--- src/inc/can_wake_pkg.sv ---
// Purpose: Shared constants for the CAN selective wake filter.
// Assumes: Wishbone classic, 32-bit data, byte addresses.
// Notes:   Offsets, field positions, reset values and timing figures.
package can_wake_pkg;
  // ==========================================================
  // Register byte offsets
  localparam logic [7:0] CTRL_OFS   = 8'h00;
  localparam logic [7:0] ID_OFS     = 8'h04;
  localparam logic [7:0] IDMASK_OFS = 8'h08;
  localparam logic [7:0] FRAME_OFS  = 8'h0c;
  localparam logic [7:0] DMLO_OFS   = 8'h10;
  localparam logic [7:0] DMHI_OFS   = 8'h14;
  localparam logic [7:0] STAT_OFS   = 8'h18;
  localparam logic [7:0] EVT_OFS    = 8'h1c;
  // ==========================================================
  // Control register fields
  localparam int MODE_LSB      = 0;
  localparam int SHDN_LSB      = 2;
  localparam int SEL_EN_BIT    = 4;
  localparam int CFG_OK_BIT    = 5;
  localparam int FD_TOL_BIT    = 6;
  localparam int DATA_EVAL_BIT = 7;
  localparam int WAKE_EN_BIT   = 8;
  localparam int FAIL_EN_BIT   = 9;
  localparam logic [9:0] CTRL_RESET = 10'h080;
  // Frame register: dlc in [3:0], extended-id flag here
  localparam int EXT_ID_BIT = 31;
  // Status fields
  localparam int STUCK_BIT = 0;
  localparam int SUPPLY_BIT = 1;
  localparam int ERRCNT_LSB = 8;
  // Event fields, write one to clear
  localparam int WAKE_EVT_BIT = 0;
  localparam int FERR_EVT_BIT = 1;
  localparam int FAIL_EVT_BIT = 2;
  // ==========================================================
  // Mode codes and counter limit
  localparam logic [1:0] MODE_OFFLINE = 2'h0;
  localparam logic [1:0] MODE_ACTIVE  = 2'h1;
  localparam logic [1:0] MODE_ACT_NUV = 2'h2;
  localparam logic [5:0] ERR_LIMIT    = 6'h1f;
  // ==========================================================
  // Timing
  localparam int CLK_MHZ          = 100;
  localparam int DOM_TIMEOUT_US   = 1000;
  localparam int DOM_TIMEOUT_CYC  = DOM_TIMEOUT_US * CLK_MHZ;
  typedef enum logic [1:0] {
    SCAN_IDLE     = 2'b00,
    SCAN_LISTEN   = 2'b01,
    SCAN_WAIT_SOF = 2'b10,
    SCAN_WAIT_IDL = 2'b11
  } scan_state_t;
endpackage

--- src/rtl/can_wake_filter.sv ---
// Purpose: Selective wake filter and fail-safe logic of a CAN transceiver.
// Assumes: A frame decoder delivers per-frame results as pulses.
// Notes:   Registers on Wishbone classic, one-cycle ack.
//
// Notes on behaviour
// - ID match plus good CRC wakes, no data check
// - Data check: ID, not remote, DLC, data, CRC
// - Pre-ack frame error increments error counter
// - Clean frame decrements error counter
// - Ignore bus after CRC delimiter until SOF
// - Counter above 31 sets error flag, wakes
// - Counter cleared on bias off and re-enable
// - Config writes clear the config-valid bit
// - Standard pattern wakes when filter inactive
// - Non-offline mode or wake disabled ignores patterns
// - FD tolerance: FD control field decrements counter
// - FD frames never wake
// - After FD control field ignore until idle
// - Without FD tolerance FD frames increment counter
// - Active mode: long low tx disables transmitter
// - Tx high resets dominant timer
// - Dominant time-out readable as status bit
// - Supply low or stuck tx sets failure irq
// - Battery irqs shut transceiver down per select
// - Select 00 never, 01 under, 10 over, 11 both
// - Wake sets wake irq, drives rx low
// - Mask bit one makes ID bit don't-care
//
// The placing of the registers and the Wishbone interface to the registers were left to the implementer.
`timescale 1ns/1ns
module can_wake_filter #(
  parameter int DOM_TIMEOUT_CYCLES = can_wake_pkg::DOM_TIMEOUT_CYC
) (
  // Clock and reset
  input  wire logic        ref_clk_i,
  input  wire logic        rst_i,
  // Wishbone slave
  input  wire logic        cyc_i,
  input  wire logic        stb_i,
  input  wire logic        we_i,
  input  wire logic [7:0]  adr_i,
  input  wire logic [3:0]  sel_i,
  input  wire logic [31:0] dat_i,
  output logic      [31:0] dat_o,
  output logic             ack_o,
  // Frame decoder results
  input  wire logic        sof_i,
  input  wire logic        frame_end_i,
  input  wire logic        frame_error_i,
  input  wire logic        fd_ctrl_i,
  input  wire logic        bus_idle_i,
  input  wire logic [28:0] rx_id_i,
  input  wire logic        rx_ext_i,
  input  wire logic        rx_remote_i,
  input  wire logic [3:0]  rx_dlc_i,
  input  wire logic [63:0] rx_data_i,
  input  wire logic        rx_crc_ok_i,
  input  wire logic        std_wake_pattern_i,
  input  wire logic        bus_rx_i,
  // System state
  input  wire logic        normal_mode_i,
  input  wire logic        bias_off_i,
  input  wire logic        can_supply_low_i,
  input  wire logic        battery_undervoltage_irq_i,
  input  wire logic        battery_overvoltage_irq_i,
  // Local controller pins and transmitter
  input  wire logic        can_tx_input_i,
  output logic             can_rx_output_o,
  output logic             bus_tx_o,
  output logic             tx_enable_o,
  output logic             can_shutdown_o,
  output logic             wake_o
);
  // ==========================================================
  // Registers
  logic [9:0]  ctrl;
  logic [28:0] cfg_id;
  logic        cfg_ext;
  logic [28:0] cfg_idmask;
  logic [3:0]  cfg_dlc;
  logic [63:0] cfg_dmask;
  logic        can_wake_irq;
  logic        frame_error_wake_flag;
  logic        can_failure_irq;
  logic        tx_stuck_low_status;
  logic [5:0]  err_cnt;
  logic [31:0] dom_cnt;
  logic        fail_src_q;
  logic        sel_active_q;
  can_wake_pkg::scan_state_t scan_state;

  logic [1:0] can_mode_select;
  logic [1:0] can_shutdown_select;
  logic       selective_wake_enable;
  logic       selective_config_valid;
  logic       fd_tolerance_enable;
  logic       data_eval_enable;
  logic       can_wake_enable;
  logic       can_failure_irq_enable;
  assign can_mode_select        = ctrl[can_wake_pkg::MODE_LSB +: 2];
  assign can_shutdown_select    = ctrl[can_wake_pkg::SHDN_LSB +: 2];
  assign selective_wake_enable  = ctrl[can_wake_pkg::SEL_EN_BIT];
  assign selective_config_valid = ctrl[can_wake_pkg::CFG_OK_BIT];
  assign fd_tolerance_enable    = ctrl[can_wake_pkg::FD_TOL_BIT];
  assign data_eval_enable       = ctrl[can_wake_pkg::DATA_EVAL_BIT];
  assign can_wake_enable        = ctrl[can_wake_pkg::WAKE_EN_BIT];
  assign can_failure_irq_enable = ctrl[can_wake_pkg::FAIL_EN_BIT];

  // ==========================================================
  // Bus decode
  logic wb_req;
  logic wb_wr;
  logic cfg_write;
  assign wb_req = cyc_i && stb_i && !ack_o;
  assign wb_wr  = wb_req && we_i;
  // Any write to the filter setup invalidates it
  assign cfg_write = wb_wr && (adr_i >= can_wake_pkg::ID_OFS) &&
                     (adr_i <= can_wake_pkg::DMHI_OFS);

  function automatic logic [31:0] merge(input logic [31:0] old,
                                        input logic [31:0] nw,
                                        input logic [3:0]  be);
    logic [31:0] r;
    r = old;
    for (int i = 0; i < 4; i++)
      if (be[i]) r[8*i +: 8] = nw[8*i +: 8];
    return r;
  endfunction

  always_ff @(posedge ref_clk_i or posedge rst_i) begin
    if (rst_i) begin
      ack_o <= 1'b0;
    end else begin
      ack_o <= wb_req;
    end
  end

  // ==========================================================
  // Mode and state classification
  logic offline;
  logic wake_allowed;
  logic sel_active;
  logic tx_active;
  assign offline      = (can_mode_select == can_wake_pkg::MODE_OFFLINE);
  assign wake_allowed = offline && can_wake_enable;
  assign sel_active   = wake_allowed && selective_wake_enable &&
                        selective_config_valid;
  assign tx_active    = normal_mode_i &&
                        (can_mode_select == can_wake_pkg::MODE_ACTIVE ||
                         can_mode_select == can_wake_pkg::MODE_ACT_NUV);

  // ==========================================================
  // Per-frame evaluation
  logic        id_match;
  logic        data_match;
  logic [63:0] byte_sel;
  logic        frame_valid;
  logic        good_frame;
  always_comb begin
    logic [28:0] care;
    care = ~cfg_idmask;
    if (!cfg_ext) care[28:11] = 18'h0;
    id_match = (rx_ext_i == cfg_ext) &&
               (((rx_id_i ^ cfg_id) & care) == 29'h0);
    for (int b = 0; b < 8; b++)
      byte_sel[8*b +: 8] = (b < int'(rx_dlc_i)) ? 8'hff : 8'h00;
    data_match = (rx_dlc_i == 4'h0) ||
                 ((rx_data_i & cfg_dmask & byte_sel) != 64'h0);
  end
  // Errors before the ack field already count as bad frames
  assign good_frame  = rx_crc_ok_i && !frame_error_i;
  assign frame_valid = good_frame && id_match &&
                       (!data_eval_enable ||
                        (!rx_remote_i && rx_dlc_i == cfg_dlc &&
                         data_match));

  // ==========================================================
  // Frame scanner
  logic ev_err;
  logic ev_ok;
  logic ev_wake;
  logic sel_rise;
  assign sel_rise = sel_active && !sel_active_q;
  always_comb begin
    ev_err  = 1'b0;
    ev_ok   = 1'b0;
    ev_wake = 1'b0;
    if (sel_active && scan_state == can_wake_pkg::SCAN_LISTEN) begin
      if (fd_ctrl_i) begin
        // An FD frame never reaches the match logic
        ev_ok  = fd_tolerance_enable;
        ev_err = !fd_tolerance_enable;
      end else if (frame_end_i) begin
        ev_err  = !good_frame;
        ev_ok   = good_frame;
        ev_wake = frame_valid;
      end else if (frame_error_i) begin
        ev_err = 1'b1;
      end
    end
  end

  always_ff @(posedge ref_clk_i or posedge rst_i) begin
    if (rst_i) begin
      scan_state <= can_wake_pkg::SCAN_IDLE;
    end else if (!sel_active) begin
      scan_state <= can_wake_pkg::SCAN_IDLE;
    end else begin
      unique case (scan_state)
        can_wake_pkg::SCAN_IDLE,
        can_wake_pkg::SCAN_WAIT_SOF: begin
          if (sof_i) scan_state <= can_wake_pkg::SCAN_LISTEN;
        end
        can_wake_pkg::SCAN_LISTEN: begin
          if (fd_ctrl_i)
            scan_state <= can_wake_pkg::SCAN_WAIT_IDL;
          else if (frame_end_i || frame_error_i)
            scan_state <= can_wake_pkg::SCAN_WAIT_SOF;
        end
        can_wake_pkg::SCAN_WAIT_IDL: begin
          if (bus_idle_i)
            scan_state <= can_wake_pkg::SCAN_IDLE;
        end
      endcase
    end
  end

  // ==========================================================
  // Frame error counter
  always_ff @(posedge ref_clk_i or posedge rst_i) begin
    if (rst_i) begin
      sel_active_q <= 1'b0;
      err_cnt      <= 6'h00;
    end else begin
      sel_active_q <= sel_active;
      if (sel_rise && bias_off_i)
        err_cnt <= 6'h00;
      else if (ev_err && err_cnt <= can_wake_pkg::ERR_LIMIT)
        err_cnt <= err_cnt + 6'h01;
      else if (ev_ok && err_cnt != 6'h00)
        err_cnt <= err_cnt - 6'h01;
    end
  end

  // ==========================================================
  // Wake flags; a set in the clearing cycle wins
  logic std_wake;
  logic ferr_set;
  logic evt_clr_wr;
  assign std_wake   = std_wake_pattern_i && wake_allowed &&
                      !(selective_wake_enable &&
                        selective_config_valid);
  assign ferr_set   = sel_active &&
                      err_cnt > can_wake_pkg::ERR_LIMIT;
  assign evt_clr_wr = wb_wr && adr_i == can_wake_pkg::EVT_OFS && sel_i[0];

  always_ff @(posedge ref_clk_i or posedge rst_i) begin
    if (rst_i) begin
      can_wake_irq <= 1'b0;
    end else if (ev_wake || std_wake) begin
      can_wake_irq <= 1'b1;
    end else if (evt_clr_wr && dat_i[can_wake_pkg::WAKE_EVT_BIT]) begin
      can_wake_irq <= 1'b0;
    end
  end

  always_ff @(posedge ref_clk_i or posedge rst_i) begin
    if (rst_i) begin
      frame_error_wake_flag <= 1'b0;
    end else if (ferr_set) begin
      frame_error_wake_flag <= 1'b1;
    end else if (evt_clr_wr && dat_i[can_wake_pkg::FERR_EVT_BIT]) begin
      frame_error_wake_flag <= 1'b0;
    end
  end

  // ==========================================================
  // Transmit dominant time-out
  always_ff @(posedge ref_clk_i or posedge rst_i) begin
    if (rst_i) begin
      dom_cnt             <= 32'h0;
      tx_stuck_low_status <= 1'b0;
    end else if (can_tx_input_i) begin
      dom_cnt             <= 32'h0;
      tx_stuck_low_status <= 1'b0;
    end else if (tx_active && !tx_stuck_low_status) begin
      // Bounds the dominant run; slow controllers would trip it
      if (dom_cnt >= 32'(DOM_TIMEOUT_CYCLES - 1))
        tx_stuck_low_status <= 1'b1;
      else
        dom_cnt <= dom_cnt + 32'h1;
    end
  end

  // ==========================================================
  // Failure interrupt on rising status
  logic fail_src;
  assign fail_src = can_supply_low_i || tx_stuck_low_status;
  always_ff @(posedge ref_clk_i or posedge rst_i) begin
    if (rst_i) begin
      fail_src_q      <= 1'b0;
      can_failure_irq <= 1'b0;
    end else begin
      fail_src_q <= fail_src;
      if (fail_src && !fail_src_q && can_failure_irq_enable)
        can_failure_irq <= 1'b1;
      else if (evt_clr_wr && dat_i[can_wake_pkg::FAIL_EVT_BIT])
        can_failure_irq <= 1'b0;
    end
  end

  // ==========================================================
  // Pin outputs
  logic shut_now;
  assign shut_now = normal_mode_i &&
                    ((can_shutdown_select[0] && battery_undervoltage_irq_i) ||
                     (can_shutdown_select[1] && battery_overvoltage_irq_i));
  always_ff @(posedge ref_clk_i or posedge rst_i) begin
    if (rst_i) begin
      can_rx_output_o <= 1'b1;
      bus_tx_o        <= 1'b1;
      tx_enable_o     <= 1'b0;
      can_shutdown_o  <= 1'b0;
      wake_o          <= 1'b0;
    end else begin
      can_shutdown_o  <= shut_now;
      // Rx stays low while a wake is pending in low power
      can_rx_output_o <= tx_active ? bus_rx_i : !can_wake_irq;
      tx_enable_o     <= tx_active && !tx_stuck_low_status &&
                         !shut_now;
      bus_tx_o        <= can_tx_input_i || tx_stuck_low_status ||
                         !tx_active;
      wake_o          <= can_wake_irq || frame_error_wake_flag;
    end
  end

  // ==========================================================
  // Register writes and reads
  always_ff @(posedge ref_clk_i or posedge rst_i) begin
    if (rst_i) begin
      ctrl       <= can_wake_pkg::CTRL_RESET;
      cfg_id     <= 29'h0;
      cfg_ext    <= 1'b0;
      cfg_idmask <= 29'h0;
      cfg_dlc    <= 4'h0;
      cfg_dmask  <= 64'h0;
    end else begin
      if (cfg_write)
        ctrl[can_wake_pkg::CFG_OK_BIT] <= 1'b0;
      if (wb_wr) begin
        unique case (adr_i)
          can_wake_pkg::CTRL_OFS:
            ctrl <= 10'(merge({22'h0, ctrl}, dat_i, sel_i));
          can_wake_pkg::ID_OFS: begin
            cfg_id <= 29'(merge({3'h0, cfg_id}, dat_i, sel_i));
          end
          can_wake_pkg::IDMASK_OFS:
            cfg_idmask <= 29'(merge({3'h0, cfg_idmask}, dat_i, sel_i));
          can_wake_pkg::FRAME_OFS: begin
            if (sel_i[0]) cfg_dlc <= dat_i[3:0];
            if (sel_i[3]) cfg_ext <= dat_i[can_wake_pkg::EXT_ID_BIT];
          end
          can_wake_pkg::DMLO_OFS:
            cfg_dmask[31:0] <= merge(cfg_dmask[31:0], dat_i, sel_i);
          can_wake_pkg::DMHI_OFS:
            cfg_dmask[63:32] <= merge(cfg_dmask[63:32], dat_i, sel_i);
          default: ;
        endcase
      end
    end
  end

  always_ff @(posedge ref_clk_i or posedge rst_i) begin
    if (rst_i) begin
      dat_o <= 32'h0;
    end else if (wb_req && !we_i) begin
      unique case (adr_i)
        can_wake_pkg::CTRL_OFS:   dat_o <= {22'h0, ctrl};
        can_wake_pkg::ID_OFS:     dat_o <= {3'h0, cfg_id};
        can_wake_pkg::IDMASK_OFS: dat_o <= {3'h0, cfg_idmask};
        can_wake_pkg::FRAME_OFS:  dat_o <= {cfg_ext, 27'h0, cfg_dlc};
        can_wake_pkg::DMLO_OFS:   dat_o <= cfg_dmask[31:0];
        can_wake_pkg::DMHI_OFS:   dat_o <= cfg_dmask[63:32];
        can_wake_pkg::STAT_OFS:
          dat_o <= {18'h0, err_cnt, 6'h0, can_supply_low_i,
                    tx_stuck_low_status};
        can_wake_pkg::EVT_OFS:
          dat_o <= {29'h0, can_failure_irq, frame_error_wake_flag,
                    can_wake_irq};
        default: dat_o <= 32'h0;
      endcase
    end else begin
      dat_o <= 32'h0;
    end
  end
endmodule

--- config.mk ---
export PLATFORM = sky130hd
export DESIGN_NAME = can_wake_filter
export DESIGN_NICKNAME = d
export VERILOG_FILES = /design/src/inc/can_wake_pkg.sv /design/src/rtl/can_wake_filter.sv
export SDC_FILE = /design/constraint.sdc
export NUM_CORES = 1
export LEC_CHECK = 0
export BUFFER_PORTS_ARGS = -buffer_cell sky130_fd_sc_hd__buf_2
export CELL_PAD_IN_SITES_DETAIL_PLACEMENT = 1
export CELL_PAD_IN_SITES_GLOBAL_PLACEMENT = 1
export CORE_ASPECT_RATIO = 1.25
export CORE_MARGIN = 2
export CORE_UTILIZATION = 48
export DETAILED_ROUTE_END_ITERATION = 8
export PLACE_DENSITY = 0.9
export RECOVER_POWER = 25
export SETUP_SLACK_MARGIN = 0.05
export SYNTH_ARGS = -nofsm -noshare
export SYNTH_HDL_FRONTEND = slang
export SYNTH_SLANG_ARGS = --single-unit
--- constraint.sdc ---
create_clock -name ref_clk_i -period 9.55 [get_ports ref_clk_i]
set_input_delay 0.4775 -clock ref_clk_i [delete_from_list [all_inputs] [get_ports ref_clk_i]]
set_output_delay 0.4775 -clock ref_clk_i [all_outputs]
set_load 0.02 [all_outputs]
## Word level (Yosys, flattened, before mapping)

Index checks and enable logic that the tools add are counted.

- Multiplexer cells: 47
- Reduce and logical (&&, ||, !) cells: 98
- $lt $le $gt $ge: 13
- Eq/ne operators: 19
- Bitwise operators: 5
- Add/sub/neg operators: 3
- Div/mod/pow operators: 0
- Shift-type cells: 0
- Multiply operators: 0

Operator list:

| kind | number |
|---|---|
| case mux 32 bit (8 select lines) | 1 |
| bitwise AND 64 bit | 2 |
| 2-to-1 mux 32 bit | 4 |
| 2-to-1 mux 8 bit | 8 |
| nonzero test 64 bit | 1 |
| AND reduction 3 bit | 21 |
| logical AND 1 bit | 37 |
| 2-to-1 mux 6 bit | 6 |
| adder 32 x 1 -> 32 bit (second input constant) | 1 |
| == test 8 x 5 -> 1 bit (second input constant) | 4 |
| greater-or-equal comparator 32 x 17 -> 1 bit (second input constant) | 1 |
| bitwise AND 29 bit | 1 |
| logical NOT 29 bit | 1 |
| inverter 29 bit | 1 |
| XOR 29 bit | 1 |
| 2-to-1 mux 1 bit | 21 |
| 2-to-1 mux 18 bit | 1 |
| == test 8 x 4 -> 1 bit (second input constant) | 2 |
| < comparator 3 x 4 -> 1 bit (first input constant) | 4 |
| logical NOT 1 bit | 14 |
| logical OR 1 bit | 10 |
| 2-to-1 mux 2 bit | 5 |
| nonzero test 2 bit | 5 |
| inequality test 3 bit (second input constant) | 3 |
| other kinds (23) | 30 |

- Memories kept: 0
- Flip-flop bits (word level): 221
- Bits in read-only memories: 0
- Output and inout port bits: 38
- Word-level logic and storage cells: 222
- Bits in latches: 0
- Bits of input ports: 162
- Bits in writable memories: 0

## Logic depth before layout (Yosys ltp)

- Word-level depth: 13
- Gate-level depth with buffers: 14
- Depth with buffers taken out: 14

## Least setup slack after synthesis

OpenSTA, ideal clock, no wires.

- Kind: register to register
- Start: reg ctrl[0]
- End: reg err_cnt[5]
- Arrival: 2,946 ps
- Stages on the path, launching flop included: 13
- Buffers on the path: 0
- Period minus slack after synthesis: 3,024 ps
- Library setup time: 78 ps
- Required time: 9,472 ps
- Slack: 6,526 ps
- Cells stage by stage: dfrtp_1 inv_1 ha_1 nand4_1 a2111oi_0 nand2b_1 ha_1 a21o_1 a21oi_1 o21ai_0 or3_1 a21o_1 a21oi_1

- Cells in the longest elaborated chain, start to end: 9
- Elaborated cells between the ends (all ways): 14
- Classes of those cells: 4 x mux; 10 x reduce/logical

Ends and longest elaborated chain:

| item | RTL line | RTL |
|---|---|---|
| start: declaration | can_wake_filter.sv:76 | `logic [9:0] ctrl;` |
| start signal: assignment | can_wake_filter.sv:341 | `ctrl <= can_wake_pkg::CTRL_RESET;` |
| start signal: assignment | can_wake_filter.sv:353 | `ctrl <= 10'(merge({22'h0, ctrl}, dat_i, sel_i));` |
| logical NOT 2 bit (*) | can_wake_filter.sv:144 | `assign offline = (can_mode_select == can_wake_pkg::MODE_OFFLINE);` |
| logical AND 1 bit (*) | can_wake_filter.sv:145 | `assign wake_allowed = offline && can_wake_enable;` |
| logical AND 1 bit (*) (2 in series) | can_wake_filter.sv:146 | `assign sel_active = wake_allowed && selective_wake_enable &&` |
| logical AND 1 bit | can_wake_filter.sv:188 | `if (sel_active && scan_state == can_wake_pkg::SCAN_LISTEN) begin` |
| 2-to-1 mux 1 bit | can_wake_filter.sv:188 |  |
| logical AND 1 bit | can_wake_filter.sv:238 | `else if (ev_err && err_cnt <= can_wake_pkg::ERR_LIMIT)` |
| 2-to-1 mux 6 bit | can_wake_filter.sv:238 |  |
| 2-to-1 mux 6 bit | can_wake_filter.sv:236 | `if (sel_rise && bias_off_i)` |
| end signal: assignment | can_wake_filter.sv:239 | `err_cnt <= err_cnt + 6'h01;` |
| end signal: assignment | can_wake_filter.sv:241 | `err_cnt <= err_cnt - 6'h01;` |
| end: declaration | can_wake_filter.sv:86 | `logic [5:0] err_cnt;` |

Every way passes the cells marked *; elsewhere a longest branch is shown, timed or not.
A chain may end at the register's enable or synchronous reset.

==> results.ini <==
[placed_design]
io_buffers = 199
gp_congestion = 0.8969
dpl_worst_slack_ns = 5.971
hpwl_um = 25340

[global_route]
antenna_found_initial = 4
grt_max_degree = 108
grt_pass1_vias = 9450
grt_pass1_wl_um = 55780
overflow = 0
grtUsageTotal_pct = 32.24

[die]
dieHeight_um = 168.7
die_x_um = 135.8
std_cell_rows = 60
core_area_sq_um = 21400
io_pins = 200
dieArea_sq_um = 22910
initial_core_util_pct = 48.70

[synth]
synth_top_area_share_pct = 52.36
synth.ff_latch_count = 221
yosysUniqueCellTypes = 59
synth_edf_count = 0
synth.cells.most_frequent = dfrtp_1 (218), mux2_2 (141), a22oi_1 (67), nor2_1 (54), nand2_1 (38)
syn-num-nets = 1042
yosys.area.top_type = dfrtp_1
syn_area_sq_um = 10420
avgSynthCellArea_sq_um = 11.93
ys_warn_count = 0
post-synth-top-count-cell = dfrtp_1
async_flop_share_pct = 100.0
seq_area_frac_synth_pct = 53.12
syn_inst = 873
synth_flop_cell = dfrtp_1
yosys-top-cells-area = dfrtp_1 (52%), mux2_2 (15%), a22oi_1 (4.8%)

[sta]
skew_ns = 0.01797
maxSlewViolCount = 108
finalSetupViolCount = 0
setup-tns-final_ns = 0
clock.fmax_mhz = 265.9
rsz0062_at_grt = no
layout_setup_ws_ns = 5.789
fin_crit_sh_pct = 39.38
hold_viol_final = 0
worstMarginPinSlew_ns = 4.697
slew_headroom_pct = -214.8
min_period_ns = 3.761

[cts]
clkLatencyLatePin_ns = 0.52
cts-buffers-inserted = 22
postCtsHoldBufs = 0
cts_tree = built
h-tree-depth = 1
cts_sinks = 221
clockBufferDepth = 3
cts-root-buf = clkbuf_16
path_clk_slew_ns = 0.06
post-cts-setup-buffers = 0
cts.repair.resized = 0

[flow_run]
max-cap-violations = 1

[hold_path]
hp-class = in -> reg
holdCritStartpoint = dat_i[29]
whs_path_depth = 2

[route]
avgRoutedWirePerCell_um = 26.60
via_count = 8806
ant_nets = 0
wirelength_um = 36580
vias_per_cell = 6.404
drt_iter0_markers = 591
firstDrtPassIters = 9
drc_errors = 1

[worst_setup_path]
r2r_start = ctrl[1]
critPathMaxFanout = 107
arrival_ns = 4.30
critPathLaunchType = primary input
crit_type = in -> async
cp.required_ns = 10.09
reg2reg_depth = 12
end_kind = asynchronous set/reset pin
crit_start = rst_i

[power_and_ir_drop]
p_per_area_nw_per_um2 = 162.2
ir_drop_mv = 0.1320
leakagePower_nw = 5.915

[cells_and_area]
finalNetCount = 1248
drive_above_1_share_pct = 38.76
fillers = 2273
synthToLayoutAreaGrowth_pct = 20.13

[outcome]
violations = DRC, capacitance limit, slew limit
status = complete, but fails checks

flip-flops by register name, indices dropped and copies added (netlist names):
register and count:
frame_error_wake_flag 1, can_wake_irq 1, ctrl 10, cfg_idmask 29
ack_o 1, cfg_dmask 64, dom_cnt 32, can_rx_output_o 1
tx_enable_o 1, scan_state 2, cfg_id 29, tx_stuck_low_status 1
err_cnt 6, can_failure_irq 1, cfg_ext 1, wake_o 1
cfg_dlc 4, fail_src_q 1, bus_tx_o 1, can_shutdown_o 1
dat_o 32, sel_active_q 1
cell usage in the layout (no fill, tap or decap), types with 3 or more instances in the layout:
master	netlist	final
clkinv_2	0	6
a21o_1	3	3
nor3_2	4	3
inv_1	12	11
a222oi_1	12	12
nand2_2	3	3
or3_1	4	4
o22ai_1	14	14
dfstp_2	3	3
mux2_1	5	5
nand3_1	17	17
and2_1	5	5
nor2_4	3	3
a22oi_1	67	67
nand2_1	38	38
and3_1	6	6
bufinv_16	0	4
a21oi_1	30	30
nand2b_1	6	6
mux2i_1	6	6
dfrtp_1	218	218
xor2_1	12	12
clkbuf_8	0	5
a22o_1	14	14
xnor2_1	37	37
or2_2	3	3
o21ai_0	14	14
nor4_1	9	9
ha_1	6	6
mux2_2	141	141
nand4_1	16	16
nor2b_1	22	22
buf_4	2	9
nor2_2	13	13
nor3_1	12	12
nor2_1	54	54
buf_2	16	198
clkbuf_16	0	23
a31oi_1	10	10
routing by layer:
| layer | up-vias | GRT usage [%] | routed length [um] |
|---|---|---|---|
| met3 | 176 | 5.541 | 2721 |
| met4 | 2 | 20.79 | 2695 |
| met5 | - | 0 | 13 |
| met1 | 4479 | 36.04 | 12680 |
| met2 | 486 | 56.37 | 18470 |
| li1 | 3663 | - | - |
logic make-up (layout without fill, tap and decap cells):
family	Yosys count	after routing	synth area share [%]
simple gates	226	226	11.58
flops	221	221	53.12
compound gates	180	180	12.29
mux	152	152	16.36
xor+xnor	49	49	4.119
buf+inv	38	259	1.633
fa+ha+maj	7	7	0.9127
other cells	0	2	0
cell type report:
type,instances,area (sq um),share of cell area [%]
clock inverter,10,150.1,1.200
sequential,221,5534,44.22
antenna,2,5.005,0.03999
timing repair buffer,208,1062,8.487
multi-input combinational,614,4721,37.72
clock buffer,29,648.1,5.178
tap,279,349.1,2.789
inverter,12,46.29,0.3699
through the flow:
| stage | hold WS, ns | area [sq um] | total power (W) | std cells | util [%] |
|---|---|---|---|---|---|
| finish | 0.2137 | 12520 | 0.002030 | 1375 | 58.50 |
| global route | 0.2206 | 12510 | 0.002082 | 1373 | 58.47 |
| CTS | 0.1445 | 12520 | 0.002034 | 1373 | 58.51 |
| detailed placement | 0.4692 | 11720 | 0.001081 | 1334 | 54.78 |
| global placement | 0.4538 | 11720 | 0.001077 | 1334 | 54.78 |
| floorplan | 0.4132 | 10420 | 0.001013 | 873 | - |
path summary, 6_finish.rpt:
| kind | endpoint | slack (ns) |
|---|---|---|
| max | cfg_dmask[47] | 5.79 |
| min | cfg_dmask[29] | 0.21 |
| max reg2reg | err_cnt[5] | 5.89 |
| min reg2reg | ack_o | 0.49 |
| max in group ref_clk_i | err_cnt[5] | 5.89 |
| min in group asynchronous | ack_o | 1.41 |
worst max-delay path: stages:
cell,delay (ns)
buf_2,0.10
clkinvlp_2,2.61
buf_4,0.99
power breakdown:
part	leakage (nW)	internal [W]	switching, W	total (W)
clock network	0.401	0.000584	0.000378	0.000962
registers	3.07	0.000943	0.00000638	0.000949
logic	2.44	0.0000434	0.0000759	0.000119
Power figures use the tool's default switching activity.
